===== config.mk =====
export PLATFORM = sky130hd
export DESIGN_NAME = torque_limit_mode_select
export DESIGN_NICKNAME = d
export VERILOG_FILES = /design/src/rtl/torque_limit_pkg.sv /design/src/rtl/torque_limit_mode_select.sv
export SDC_FILE = /design/constraint.sdc
export NUM_CORES = 1
export LEC_CHECK = 0
export BUFFER_PORTS_ARGS = -buffer_cell sky130_fd_sc_hd__buf_2
export CORE_MARGIN = 5
export CORE_UTILIZATION = 25
export CTS_CLUSTER_SIZE = 8
export DETAILED_ROUTE_END_ITERATION = 10
export HOLD_SLACK_MARGIN = 0.05
export PLACE_DENSITY = 0.45
export SYNTH_ARGS = -nofsm -noshare
export SYNTH_HDL_FRONTEND = slang
export SYNTH_SLANG_ARGS = --single-unit

===== constraint.sdc =====
create_clock -name i_clk -period 5.75 [get_ports i_clk]
set_input_delay 0 -clock i_clk [delete_from_list [all_inputs] [get_ports i_clk]]
set_output_delay 0 -clock i_clk [all_outputs]
set_load 0.005 [all_outputs]

===== src/rtl/torque_limit_pkg.sv =====
/*
 * Constants and types shared by the torque limit and mode selection logic.
 * Assumes torque figures are whole percent of rated torque.
 */
`default_nettype none

package torque_limit_pkg;

	// Torque limit values, percent of rated torque
	localparam int LIMIT_W = 9;
	localparam logic [LIMIT_W-1:0] LIMIT_MAX = 9'h12c;
	localparam logic [LIMIT_W-1:0] RATED_PCT = 9'h064;
	localparam logic [LIMIT_W-1:0] FWD_INT_RESET = 9'h12c;
	localparam logic [LIMIT_W-1:0] REV_INT_RESET = 9'h12c;
	localparam logic [LIMIT_W-1:0] FWD_EXT_RESET = 9'h064;
	localparam logic [LIMIT_W-1:0] REV_EXT_RESET = 9'h064;

	// Setting words and their digit positions
	localparam int SETTING_W = 16;
	localparam logic [SETTING_W-1:0] BASIC_RESET = 16'h0000;
	localparam logic [SETTING_W-1:0] MODE_SET_RESET = 16'h0000;
	localparam int DIR_DIGIT_LSB = 0;
	localparam int TLIM_DIGIT_LSB = 8;
	localparam int MODE_DIGIT_LSB = 4;
	localparam logic [3:0] DIR_CCW_FWD = 4'h0;
	localparam logic [3:0] TLIM_ANALOG = 4'h1;

	// Control mode codes
	localparam logic [3:0] CODE_SPD_ZERO = 4'h3;
	localparam logic [3:0] CODE_SPD_ANA = 4'h4;
	localparam logic [3:0] CODE_SPD_POS = 4'h5;
	localparam logic [3:0] CODE_SPD_TRQ = 4'h6;
	localparam logic [3:0] CODE_POS_SPD = 4'h7;
	localparam logic [3:0] CODE_POS_TRQ = 4'h8;
	localparam logic [3:0] CODE_TRQ_SPD = 4'h9;
	localparam logic [3:0] CODE_SPD_CLAMP = 4'ha;
	localparam logic [3:0] CODE_POS_INH = 4'hb;
	localparam logic [3:0] CODE_POS_CONTACT = 4'hc;
	localparam logic [3:0] CODE_SPD_PARAM = 4'hd;
	localparam logic [3:0] CODE_SPECIAL = 4'he;

	// Analog torque limit scaling: full scale input gives this percent
	localparam logic [LIMIT_W-1:0] ANALOG_FS_PCT = 9'h12c;

	typedef enum logic [3:0] {
		MODE_UNMAPPED,
		MODE_SPEED_CONTACT,
		MODE_SPEED_ZERO_REF,
		MODE_SPEED_ANALOG,
		MODE_POSITION_PULSE,
		MODE_TORQUE_ANALOG,
		MODE_ZERO_CLAMP,
		MODE_POSITION_INHIBIT,
		MODE_POSITION_CONTACT,
		MODE_SPEED_PARAM,
		MODE_SPECIAL
	} ctrl_mode_type;

	typedef enum logic [2:0] {
		SEL_FWD_INTERNAL,
		SEL_REV_INTERNAL,
		SEL_FWD_EXTERNAL,
		SEL_REV_EXTERNAL,
		SEL_BASIC_FUNCTION,
		SEL_CONTROL_MODE
	} param_sel_type;

endpackage : torque_limit_pkg

`default_nettype wire


===== src/rtl/torque_limit_mode_select.sv =====
/*
 * Torque limit selection and control mode pairing for a servo drive.
 * Assumes contact inputs are already synchronous to i_clk, the analog
 * torque reference arrives as a signed two's complement sample, and the
 * motor's maximum torque is given in percent of rated torque.
 * Every output is registered; outputs decoded from the stored settings lag a write by two clocks.
 */
// How it works
// - Forward external limit 0..300, default 100
// - Reverse external limit 0..300, default 100
// - Limits are percent; 100 equals rated torque
// - Forward select low picks external, else internal
// - Reverse select low picks external, else internal
// - Direction digit 0 means forward is CCW
// - Analog option derives limit from analog input
// - Analog limit only in speed or position
// - Analog magnitude applies to both directions
// - Analog limit enabled when digit two is 1
// - Codes 3,4,5,6 pair contact speed modes
// - Codes 7,8 pair pulse position modes
// - Code 9 pairs torque with speed
// - Code A pairs analog speed, zero clamp
// - Code B pairs position with inhibited position
// - Codes C, D, E decode single modes
// - Codes 3..6: both selects high gives alternate
// - Internal limits 0..300, default 300
// - Clamp selected limit to motor maximum
`default_nettype none

module torque_limit_mode_select
	import torque_limit_pkg::*;
#(
	parameter int ANALOG_W = 12
) (
	// Clock and reset
	input wire logic i_clk,
	input wire logic i_reset_n,
	// Parameter writes
	input wire logic i_param_wr,
	input wire param_sel_type i_param_sel,
	input wire logic [SETTING_W-1:0] i_param_data,
	// Contact inputs from the host controller, active low
	input wire logic i_fwd_limit_select_n,
	input wire logic i_rev_limit_select_n,
	input wire logic i_mode_switch_n,
	// Analog torque reference sample and motor data
	input wire logic signed [ANALOG_W-1:0] i_analog_torque_ref,
	input wire logic [LIMIT_W-1:0] i_motor_max_pct,
	// Limits towards the torque loop
	output logic [LIMIT_W-1:0] o_fwd_torque_limit,
	output logic [LIMIT_W-1:0] o_rev_torque_limit,
	output logic o_analog_limit_active,
	// Mode towards the speed and position loops
	output ctrl_mode_type o_active_mode,
	output logic o_mode_alternate,
	output logic o_fwd_is_ccw,
	// Stored settings and write status
	output logic [LIMIT_W-1:0] o_fwd_internal_limit,
	output logic [LIMIT_W-1:0] o_rev_internal_limit,
	output logic [LIMIT_W-1:0] o_fwd_external_limit,
	output logic [LIMIT_W-1:0] o_rev_external_limit,
	output logic [SETTING_W-1:0] o_basic_function_setting,
	output logic [SETTING_W-1:0] o_control_mode_setting,
	output logic o_param_reject
);

	if (ANALOG_W < 2 || ANALOG_W > 16) begin : g_width_check
		$error("ANALOG_W must lie between 2 and 16");
	end

	// Sign bit leaves ANALOG_W-1 bits of magnitude
	localparam int MAG_W = ANALOG_W - 1;
	localparam int PROD_W = MAG_W + LIMIT_W;

	////////////////////////////////////////////////////////////////////////
	// Stored settings

	logic [LIMIT_W-1:0] fwd_internal_limit_ff;
	logic [LIMIT_W-1:0] rev_internal_limit_ff;
	logic [LIMIT_W-1:0] fwd_external_limit_ff;
	logic [LIMIT_W-1:0] rev_external_limit_ff;
	logic [SETTING_W-1:0] basic_function_setting_ff;
	logic [SETTING_W-1:0] control_mode_setting_ff;
	logic param_reject_ff;

	// Range check covers the whole word, so upper bits refuse too
	wire is_limit_sel = (i_param_sel == SEL_FWD_INTERNAL) ||
		(i_param_sel == SEL_REV_INTERNAL) ||
		(i_param_sel == SEL_FWD_EXTERNAL) ||
		(i_param_sel == SEL_REV_EXTERNAL);
	// Out of range limit values are refused and the old value kept
	wire limit_in_range = i_param_data <= {7'h00, LIMIT_MAX};
	wire limit_wr_ok = i_param_wr && is_limit_sel && limit_in_range;
	wire [LIMIT_W-1:0] wr_limit = i_param_data[LIMIT_W-1:0];
	wire nxt_param_reject = i_param_wr && is_limit_sel && !limit_in_range;

	// Settings words are taken whole and never refused
	wire wr_fwd_int = limit_wr_ok && (i_param_sel == SEL_FWD_INTERNAL);
	wire wr_rev_int = limit_wr_ok && (i_param_sel == SEL_REV_INTERNAL);
	wire wr_fwd_ext = limit_wr_ok && (i_param_sel == SEL_FWD_EXTERNAL);
	wire wr_rev_ext = limit_wr_ok && (i_param_sel == SEL_REV_EXTERNAL);
	wire wr_basic = i_param_wr && (i_param_sel == SEL_BASIC_FUNCTION);
	wire wr_mode = i_param_wr && (i_param_sel == SEL_CONTROL_MODE);

	// Internal limits, factory value is the full range
	always_ff @(posedge i_clk or negedge i_reset_n) begin
		if (!i_reset_n) begin
			fwd_internal_limit_ff <= FWD_INT_RESET;
			rev_internal_limit_ff <= REV_INT_RESET;
		end else begin
			if (wr_fwd_int) begin
				fwd_internal_limit_ff <= wr_limit;
			end
			if (wr_rev_int) begin
				rev_internal_limit_ff <= wr_limit;
			end
		end
	end

	// External limits, factory value is rated torque
	always_ff @(posedge i_clk or negedge i_reset_n) begin
		if (!i_reset_n) begin
			fwd_external_limit_ff <= FWD_EXT_RESET;
			rev_external_limit_ff <= REV_EXT_RESET;
		end else begin
			if (wr_fwd_ext) begin
				fwd_external_limit_ff <= wr_limit;
			end
			if (wr_rev_ext) begin
				rev_external_limit_ff <= wr_limit;
			end
		end
	end

	always_ff @(posedge i_clk or negedge i_reset_n) begin
		if (!i_reset_n) begin
			basic_function_setting_ff <= BASIC_RESET;
			control_mode_setting_ff <= MODE_SET_RESET;
			param_reject_ff <= 1'b0;
		end else begin
			if (wr_basic) begin
				basic_function_setting_ff <= i_param_data;
			end
			if (wr_mode) begin
				control_mode_setting_ff <= i_param_data;
			end
			param_reject_ff <= nxt_param_reject;
		end
	end

	////////////////////////////////////////////////////////////////////////
	// Setting digits

	// Each setting digit is one hex nibble of its word
	wire [3:0] dir_digit =
		basic_function_setting_ff[DIR_DIGIT_LSB +: 4];
	wire [3:0] tlim_digit =
		basic_function_setting_ff[TLIM_DIGIT_LSB +: 4];
	wire [3:0] mode_code =
		control_mode_setting_ff[MODE_DIGIT_LSB +: 4];

	wire nxt_fwd_is_ccw = dir_digit == DIR_CCW_FWD;
	wire analog_option = tlim_digit == TLIM_ANALOG;

	////////////////////////////////////////////////////////////////////////
	// Control mode pairing

	// First and second mode of the selected pairing
	ctrl_mode_type first_mode;
	ctrl_mode_type second_mode;

	always_comb begin
		case (mode_code)
			CODE_SPD_ZERO: begin
				first_mode = MODE_SPEED_CONTACT;
				second_mode = MODE_SPEED_ZERO_REF;
			end
			CODE_SPD_ANA: begin
				first_mode = MODE_SPEED_CONTACT;
				second_mode = MODE_SPEED_ANALOG;
			end
			CODE_SPD_POS: begin
				first_mode = MODE_SPEED_CONTACT;
				second_mode = MODE_POSITION_PULSE;
			end
			CODE_SPD_TRQ: begin
				first_mode = MODE_SPEED_CONTACT;
				second_mode = MODE_TORQUE_ANALOG;
			end
			CODE_POS_SPD: begin
				first_mode = MODE_POSITION_PULSE;
				second_mode = MODE_SPEED_ANALOG;
			end
			CODE_POS_TRQ: begin
				first_mode = MODE_POSITION_PULSE;
				second_mode = MODE_TORQUE_ANALOG;
			end
			CODE_TRQ_SPD: begin
				first_mode = MODE_TORQUE_ANALOG;
				second_mode = MODE_SPEED_ANALOG;
			end
			CODE_SPD_CLAMP: begin
				first_mode = MODE_SPEED_ANALOG;
				second_mode = MODE_ZERO_CLAMP;
			end
			CODE_POS_INH: begin
				first_mode = MODE_POSITION_PULSE;
				second_mode = MODE_POSITION_INHIBIT;
			end
			CODE_POS_CONTACT: begin
				first_mode = MODE_POSITION_CONTACT;
				second_mode = MODE_POSITION_CONTACT;
			end
			CODE_SPD_PARAM: begin
				first_mode = MODE_SPEED_PARAM;
				second_mode = MODE_SPEED_PARAM;
			end
			CODE_SPECIAL: begin
				first_mode = MODE_SPECIAL;
				second_mode = MODE_SPECIAL;
			end
			default: begin
				// No mode here, which also blocks analog limiting
				first_mode = MODE_UNMAPPED;
				second_mode = MODE_UNMAPPED;
			end
		endcase
	end

	// Contact speed pairs use the two select inputs as the switch
	wire contact_pair = (mode_code == CODE_SPD_ANA) ||
		(mode_code == CODE_SPD_POS) ||
		(mode_code == CODE_SPD_TRQ) ||
		(mode_code == CODE_SPD_ZERO);
	// Both contacts off selects the second mode of the pair
	wire both_selects_off = i_fwd_limit_select_n && i_rev_limit_select_n;
	// Other pairs switch on the separate mode switch contact
	wire nxt_mode_alternate = contact_pair ?
		both_selects_off :
		!i_mode_switch_n;
	wire ctrl_mode_type nxt_active_mode = nxt_mode_alternate ?
		second_mode : first_mode;

	////////////////////////////////////////////////////////////////////////
	// Analog torque limit

	// Most negative sample saturates so the magnitude fits MAG_W bits
	wire sample_neg = i_analog_torque_ref[ANALOG_W-1];
	wire [ANALOG_W-1:0] neg_sample = -i_analog_torque_ref;
	wire [ANALOG_W-1:0] abs_full = sample_neg ?
		neg_sample : i_analog_torque_ref;
	wire [MAG_W-1:0] abs_mag = abs_full[ANALOG_W-1] ?
		{MAG_W{1'b1}} : abs_full[MAG_W-1:0];
	// Full scale magnitude maps to ANALOG_FS_PCT of rated torque
	wire [PROD_W-1:0] ana_product =
		PROD_W'(abs_mag) * PROD_W'(ANALOG_FS_PCT);
	wire [LIMIT_W-1:0] ana_limit = ana_product[PROD_W-1:MAG_W];

	// Analog limiting has no meaning while torque itself is commanded
	wire mode_allows_analog = (nxt_active_mode != MODE_TORQUE_ANALOG) &&
		(nxt_active_mode != MODE_UNMAPPED) &&
		(nxt_active_mode != MODE_SPECIAL);
	wire nxt_analog_limit_active = analog_option &&
		mode_allows_analog;

	////////////////////////////////////////////////////////////////////////
	// Limit selection per direction

	// Contact low selects the external limit
	wire [LIMIT_W-1:0] fwd_param_limit = i_fwd_limit_select_n ?
		fwd_internal_limit_ff : fwd_external_limit_ff;
	wire [LIMIT_W-1:0] rev_param_limit = i_rev_limit_select_n ?
		rev_internal_limit_ff : rev_external_limit_ff;

	// Same analog magnitude bounds both directions
	wire [LIMIT_W-1:0] fwd_with_analog =
		(nxt_analog_limit_active && ana_limit < fwd_param_limit) ?
		ana_limit : fwd_param_limit;
	wire [LIMIT_W-1:0] rev_with_analog =
		(nxt_analog_limit_active && ana_limit < rev_param_limit) ?
		ana_limit : rev_param_limit;

	// A motor cannot exceed its own maximum, whatever is set
	wire [LIMIT_W-1:0] nxt_fwd_torque_limit =
		(fwd_with_analog > i_motor_max_pct) ?
		i_motor_max_pct : fwd_with_analog;
	wire [LIMIT_W-1:0] nxt_rev_torque_limit =
		(rev_with_analog > i_motor_max_pct) ?
		i_motor_max_pct : rev_with_analog;

	////////////////////////////////////////////////////////////////////////
	// Output registers

	logic [LIMIT_W-1:0] fwd_torque_limit_ff;
	logic [LIMIT_W-1:0] rev_torque_limit_ff;
	logic analog_limit_active_ff;
	ctrl_mode_type active_mode_ff;
	logic mode_alternate_ff;
	logic fwd_is_ccw_ff;

	// Reset value is the safest limit: zero torque until first update
	always_ff @(posedge i_clk or negedge i_reset_n) begin
		if (!i_reset_n) begin
			fwd_torque_limit_ff <= '0;
			rev_torque_limit_ff <= '0;
			analog_limit_active_ff <= 1'b0;
		end else begin
			fwd_torque_limit_ff <= nxt_fwd_torque_limit;
			rev_torque_limit_ff <= nxt_rev_torque_limit;
			analog_limit_active_ff <= nxt_analog_limit_active;
		end
	end

	// Direction flag starts in the standard sense, forward is CCW
	always_ff @(posedge i_clk or negedge i_reset_n) begin
		if (!i_reset_n) begin
			active_mode_ff <= MODE_UNMAPPED;
			mode_alternate_ff <= 1'b0;
			fwd_is_ccw_ff <= 1'b1;
		end else begin
			active_mode_ff <= nxt_active_mode;
			mode_alternate_ff <= nxt_mode_alternate;
			fwd_is_ccw_ff <= nxt_fwd_is_ccw;
		end
	end

	// Outputs straight from their registers
	assign o_fwd_torque_limit = fwd_torque_limit_ff;
	assign o_rev_torque_limit = rev_torque_limit_ff;
	assign o_analog_limit_active = analog_limit_active_ff;
	assign o_active_mode = active_mode_ff;
	assign o_mode_alternate = mode_alternate_ff;
	assign o_fwd_is_ccw = fwd_is_ccw_ff;
	assign o_fwd_internal_limit = fwd_internal_limit_ff;
	assign o_rev_internal_limit = rev_internal_limit_ff;
	assign o_fwd_external_limit = fwd_external_limit_ff;
	assign o_rev_external_limit = rev_external_limit_ff;
	assign o_basic_function_setting = basic_function_setting_ff;
	assign o_control_mode_setting = control_mode_setting_ff;
	assign o_param_reject = param_reject_ff;

endmodule : torque_limit_mode_select

`default_nettype wire


==> flow_metrics.py, run 1 <==
metrics = {
    "power": {
        "ir_drop_mv": 0.345,
        "pwr-share-seq_pct": 16.4,
        "p_sw_uw": 1980,
        "intPower_uw": 2930,
        "p_leak_uw": 0.00529,
        "power_uw": 4910,
        "comb_power_share_pct": 70.5,
        "swShare_pct": 40.3,
        "p_clk_share_pct": 13.1,
        "power_density_mw_per_mm2": 461,
    },
    "route": {
        "vias": 6237,
        "drc": 0,
        "ant_nets": 0,
        "drt_wl_total_mm": 22.9,
        "viasPerCell": 4.70,
        "post_drt_wl_per_cell_um": 17.2,
        "dr.pass1.iters": 4,
        "drt_iter0_drc": 194,
    },
    "sta": {
        "whs_ps": 81.5,
        "final_max_slew_viol_count": 0,
        "layout_setup_ws_ps": -1320,
        "min_period_ps": 7070,
        "hold_violations": 0,
        "grt_setup_unrepaired": "yes",
        "slew_headroom_pct": 22.8,
        "period_share_pct": 123,
        "worst_pin_slew_ps": 1160,
        "finalSetupViolations": 18,
        "finClkSkew_ps": 11.4,
        "fmax_ghz": 0.141,
    },
    "global_route": {
        "grt_pass1_vias": 6509,
        "grt.total_usage_pct": 14.5,
        "grt_overflow": 0,
        "antenna_found_initial": 0,
        "grt_pass1_wl_mm": 35.7,
        "grt_max_degree": 72,
    },
    "clocking": {
        "clock_latency_ps": 350,
        "cts.clk_slew.worst_paths_ps": 70,
        "clock-sinks": 94,
        "tritoncts": "built",
        "clock_path_buffers": 2,
        "cts-buffers-inserted": 9,
        "cts_max_level": 3,
        "cts_root_buf": "clkbuf_16",
    },
    "final_layout": {
        "drive_gt1_share_pct": 54.0,
        "nets": 1122,
        "final_common_cell": "buf_4",
        "area_growth_pct": 54.8,
        "antenna_cells": 0,
        "mostFrequentLayoutCells": "buf_4, buf_2, dfrtp_1, mux2_2, ha_1",
        "layout.cells.non_filler": 1327,
    },
    "yosys": {
        "synth_xor_area_share_pct": 2.00,
        "avgSynthCellArea_um2": 10.7,
        "synthArstFlopShare_pct": 100,
        "yosys_warnings": 0,
        "synth_cell_types": 80,
        "synthSimpleGateAreaFrac_pct": 13.3,
        "synth_top_family_by_area": "adder cells",
        "ys.flop_type": "dfrtp_1",
        "synth_compound_area_share_pct": 13.4,
        "synth_fp_nets": 784,
        "synth_cells": 643,
        "synth_edf_count": 0,
        "yosys.area_share.adder_pct": 18.6,
        "ys_ff_latch": 94,
        "yosysSeqAreaShare_pct": 34.5,
        "muxShareOfSynthArea_pct": 14.5,
        "netlist_area_mm2": 0.00688,
    },
    "critical_path": {
        "r2r_start": "o_control_mode_setting[5]",
        "max_stage_delay_ps": 530,
        "critPathBufInv": 5,
        "cp_data_required_time_ps": 5990,
        "crit_type": "input port to flip-flop",
        "cp_slowest_cell": "fa_1",
        "critPathMostFrequentCell": "o21a_1",
        "crit_arrival_ps": 7310,
        "startpoint": "i_analog_torque_ref[5]",
        "worstSetupStartpointType": "input port",
        "worstPathMaxFanout": 7,
        "worstSetupEndpointType": "flip-flop",
        "cpLargestDelayFamily": "compound AO/OA/AOI/OAI gates",
    },
    "floorplanning": {
        "die_area_mm2": 0.0309,
        "die_x_um": 176,
        "io_pins": 140,
        "start_util_pct": 25.4,
        "die_height_um": 176,
        "coreArea_mm2": 0.0270,
        "row_count": 60,
    },
    "outcome": {
        "status": "finished with violations",
        "failed_checks": "negative setup slack",
    },
    "place": {
        "dp.cells": 1244,
        "dp_hpwl_mm": 17.9,
        "gp_congestion": 0.819,
        "port_buffers": 139,
    },
    "job": {
        "drv_cap": 0,
    },
    "min_path": {
        "holdCritPathClass": "input port to async pin",
    },
}
[routing by layer]
layer | global-route usage [%] | share of wire, % | up-vias
met1 | 19.8 | 47 | 3059
met4 | 3.15 | 1.8 | 0
met2 | 24.2 | 47 | 109
met5 | 0 | 0 | -
met3 | 2.52 | 3.5 | 23
li1 | - | - | 3046
[kinds of logic after synthesis]
family          Yosys count
simple gates            165
compound gates          122
fa+ha+maj                95
flops                    94
mux                      90
buf+inv                  63
xor+xnor                 14
[sequential cells by signal, summed over array words and instances (netlist names), 4 cells and up]
name	count
o_basic_function_setting	16
o_control_mode_setting	16
o_fwd_external_limit	9
o_fwd_internal_limit	9
o_fwd_torque_limit	9
o_rev_external_limit	9
o_rev_internal_limit	9
o_rev_torque_limit	9
o_active_mode	4
[worst paths after layout]
kind | endpoint | slack [ps] | cells after the start
worst max-delay path | o_rev_torque_limit[4] | -1320 | 35
worst min-delay path | o_rev_torque_limit[2] | 80 | 2
worst max register to register | o_fwd_torque_limit[2] | 1080 | 20
worst min register to register | o_fwd_is_ccw | 440 | 1
max in group asynchronous | o_rev_external_limit[4] | 4440 | 3
min in group i_clk | o_active_mode[1] | 120 | 4
[repair_timing]
| item | in CTS | in global routing |
|---|---|---|
| buffers inserted | 27 | 12 |
| endpoints found under the setup margin | 18 | 18 |
| resized for setup | 60 | 53 |
| endpoints found under the hold margin | 101 | 0 |
| cloned | 1 | 0 |
| hold buffers | 28 | 0 |
| pin swaps | 42 | 36 |
[stage by stage]
step / TNS, ps / area, um^2 / setup WS (ps) / utilization [%]
3_5_place_dp: -33570 / 9160 / -1920 / 33.9
5_1_grt: -29260 / 10600 / -1690 / 39.4
3_3_place_gp: -32750 / 9160 / -1880 / 33.9
6_report: -22630 / 10600 / -1320 / 39.4
4_1_cts: -23270 / 10300 / -1330 / 38.1
2_1_floorplan: -22330 / 7100 / -1350 / -
[cells in the mapped netlist, types with 6 or more instances]
| cell | number | share of area (%) |
|---|---|---|
| inv_1 | 42 | 2.3 |
| nand3_1 | 11 | 0.80 |
| and2_1 | 8 | 0.73 |
| dfrtp_1 | 79 | 29 |
| mux2_2 | 71 | 12 |
| a21boi_1 | 6 | 0.66 |
| nand2_1 | 40 | 2.2 |
| fa_1 | 12 | 3.5 |
| nor3_2 | 6 | 0.87 |
| nand4_1 | 13 | 1.2 |
| nor4_1 | 10 | 0.91 |
| xor2_1 | 8 | 1.0 |
| o21a_1 | 9 | 0.98 |
| nor2_1 | 35 | 1.9 |
| ha_1 | 83 | 15 |
| a21o_1 | 8 | 0.87 |
| dfstp_2 | 15 | 5.7 |
| a31oi_1 | 7 | 0.64 |
| nand2b_1 | 7 | 0.64 |
| o21ai_0 | 11 | 0.80 |
| mux2i_1 | 18 | 2.6 |
| clkbuf_1 | 12 | 0.66 |
| a21oi_1 | 14 | 1.0 |
| o31ai_1 | 13 | 1.4 |
| nor3_1 | 6 | 0.44 |
[power groups by stage]
| stage | Combinational [uW] | Clock (uW) | Sequential (uW) |
|---|---|---|---|
| floorplan | 1570 | 0 | 816 |
| global placement | 2760 | 0 | 814 |
| detailed placement | 2760 | 0 | 816 |
| CTS | 3210 | 666 | 804 |
| global route | 3790 | 690 | 816 |
| finish | 3460 | 644 | 804 |
[cell type report]
cell class                 count  area, um^2
inverter                      43         161
timing repair buffer         346        2400
fill                        2705       16400
clock buffer                  11         253
multi-input combinational    487        4960
tap                          341         427
sequential                    94        2370
clock inverter                 5        63.8
No activity file was read; power rests on OpenSTA's default activity.
==> run 2, diff against run 1 <==
==> constraint.sdc (replaced) <==
create_clock -name i_clk -period 9 [get_ports i_clk]
set_input_delay 0 -clock i_clk [delete_from_list [all_inputs] [get_ports i_clk]]
set_output_delay 0 -clock i_clk [all_outputs]
set_load 0.005 [all_outputs]
==> run 2 against run 1 <==
Against the previous run: the flow now finishes without violations; largest power group unchanged; hold slack lost 12 ps; critical path depth down 2; wire length is 11% lower; critical path type unchanged; first-iteration DRC count increased by 47%; non-clock buffer count is 172 lower; power fell by 56%; die area stayed put; clock power decreased by 41%; final cell count decreased by 13%; highest routed layer unchanged; flip-flop and latch count unchanged; register-to-register slack improved by 2300 ps; worst setup slack improved by 2100 ps.
==> flow_metrics.py, run 2 (same netlist as run 1, synthesis figures left out) <==
metrics = {
    "job": {
        "drv_cap": 0,
    },
    "critical_path": {
        "crit_type": "input port to flip-flop",
        "critPathMostFrequentCell": "ha_1",
        "cp_slowest_cell": "fa_1",
        "worstSetupStartpointType": "input port",
        "worstSetupEndpointType": "flip-flop",
        "worstPathMaxFanout": 15,
        "r2r_setup_slack_ps": 3350,
        "crit_arrival_ps": 8400,
        "max_stage_delay_ps": 580,
        "cp_data_required_time_ps": 9200,
    },
    "clocking": {
        "cts.clk_slew.worst_paths_ps": 70,
        "clock_latency_ps": 360,
        "cts_resized": 0,
        "cts_setup_buffers": 0,
        "clock-sinks": 94,
        "clock_path_buffers": 2,
        "ctsHoldBuffers": 28,
        "cts_root_buf": "clkbuf_16",
        "cts_max_level": 3,
        "cts-buffers-inserted": 9,
        "tritoncts": "built",
    },
    "power": {
        "p_leak_uw": 0.00431,
        "comb_power_share_pct": 58.8,
        "power_density_mw_per_mm2": 254,
        "p_clk_share_pct": 17.5,
        "pwr-share-seq_pct": 23.7,
        "ir_drop_mv": 0.119,
        "p_sw_uw": 983,
        "intPower_uw": 1180,
        "swShare_pct": 45.4,
    },
    "route": {
        "drc": 0,
        "dr.pass1.iters": 4,
        "post_drt_wl_per_cell_um": 17.7,
        "drt_wl_total_mm": 20.4,
        "vias": 5534,
        "viasPerCell": 4.80,
        "drt_iter0_drc": 285,
        "ant_nets": 0,
    },
    "final_layout": {
        "area_growth_pct": 24.2,
        "post-route-util_pct": 31.6,
        "drive_gt1_share_pct": 34.3,
        "antenna_cells": 0,
        "final_common_cell": "buf_2",
        "nets": 949,
        "mostFrequentLayoutCells": "buf_2, ha_1, dfrtp_1, mux2_2, inv_1",
    },
    "sta": {
        "whs_ps": 69.7,
        "finalSetupTns_ps": 0,
        "final_max_slew_viol_count": 0,
        "hold_violations": 0,
        "min_period_ps": 8190,
        "period_share_pct": 91.0,
        "slew_headroom_pct": 33.4,
        "finalSetupViolations": 0,
        "layout_setup_ws_ps": 806,
        "worst_pin_slew_ps": 999,
        "finClkSkew_ps": 7.05,
        "grt_setup_unrepaired": "no",
        "fmax_ghz": 0.122,
    },
    "global_route": {
        "grt_pass1_wl_mm": 32.2,
        "antenna_found_initial": 0,
        "grt_pass1_vias": 5663,
        "grt_overflow": 0,
        "grt.total_usage_pct": 13.2,
        "grt_max_degree": 77,
    },
    "place": {
        "dp_hpwl_mm": 16.0,
        "dp_slack_ps": 438,
        "gp_congestion": 0.827,
        "port_buffers": 139,
    },
    "outcome": {
        "status": "finished, final reports clean",
    },
    "floorplanning": {
        "die_height_um": 176,
        "io_pins": 140,
        "coreArea_mm2": 0.0270,
        "start_util_pct": 25.4,
        "die_area_mm2": 0.0309,
        "die_x_um": 176,
        "row_count": 60,
    },
    "min_path": {
        "holdCritPathClass": "input port to async pin",
    },
}
-- run 2: cell types whose count changed in the layout (fill, tap and decap cells not counted), moves of 6 or more --
| cell | change |
|---|---|
| buf_2 | +6 |
| buf_4 | -162 |
| buf_6 | -14 |
| ha_1 | +18 |
| ha_4 | -16 |
| nand2_1 | +9 |
| o31ai_1 | +8 |
-- run 2: worst max-delay path: cells and delay by family --
kind	cells	cell delay, ps
multiplexers	1	120
adder cells (fa/ha/maj)	7	2540
AO/OA/AOI/OAI	11	2730
buffers and inverters	2	300
AND/OR/NAND/NOR	11	2370
XOR/XNOR	1	330
-- run 2: worst paths after layout --
check / from / to / cells after the start
setup / recovery: i_analog_torque_ref[6] / o_rev_torque_limit[0] / 33
hold / removal: i_reset_n / o_fwd_torque_limit[2] / 2
setup reg to reg: o_control_mode_setting[5] / o_rev_torque_limit[0] / 20
hold reg to reg: o_basic_function_setting[2] / o_fwd_is_ccw / 1
max in group asynchronous: i_reset_n / o_rev_internal_limit[6] / 3
min in group i_clk: i_mode_switch_n / o_active_mode[1] / 4
-- run 2: per-stage QoR --
stage	instance area [um^2]	instances	total power, uW
2_1_floorplan	6880	643	1440
3_3_place_gp	7970	1110	1790
3_5_place_dp	7970	1110	1780
4_1_cts	8540	1154	2190
5_1_grt	8540	1154	2360
6_report	8540	1154	2170
-- run 2: area by class of cell --
class	count	area (um^2)
clock buffers	9	225
repair buffers	174	1030
well taps	341	427
multi-input cells	486	4260
clock inverters	7	62.6
flip-flops and latches	94	2370
inverters	43	161
fillers	2812	18500
-- run 2: power groups by stage --
| stage | combinational, uW | sequential [uW] | clock, uW |
|---|---|---|---|
| 2_1_floorplan | 914 | 521 | 0 |
| 3_3_place_gp | 1260 | 522 | 0 |
| 3_5_place_dp | 1260 | 521 | 0 |
| 4_1_cts | 1280 | 514 | 393 |
| 5_1_grt | 1430 | 522 | 409 |
| 6_report | 1270 | 514 | 380 |
-- run 2: layer usage --
layer	part of all wire [%]	GRT usage, %	vias to the layer above
met3	6.0	3.55	12
li1	-	-	2701
met2	46	21.6	127
met5	0	0	-
met4	0.85	2.31	0
met1	47	17.8	2694
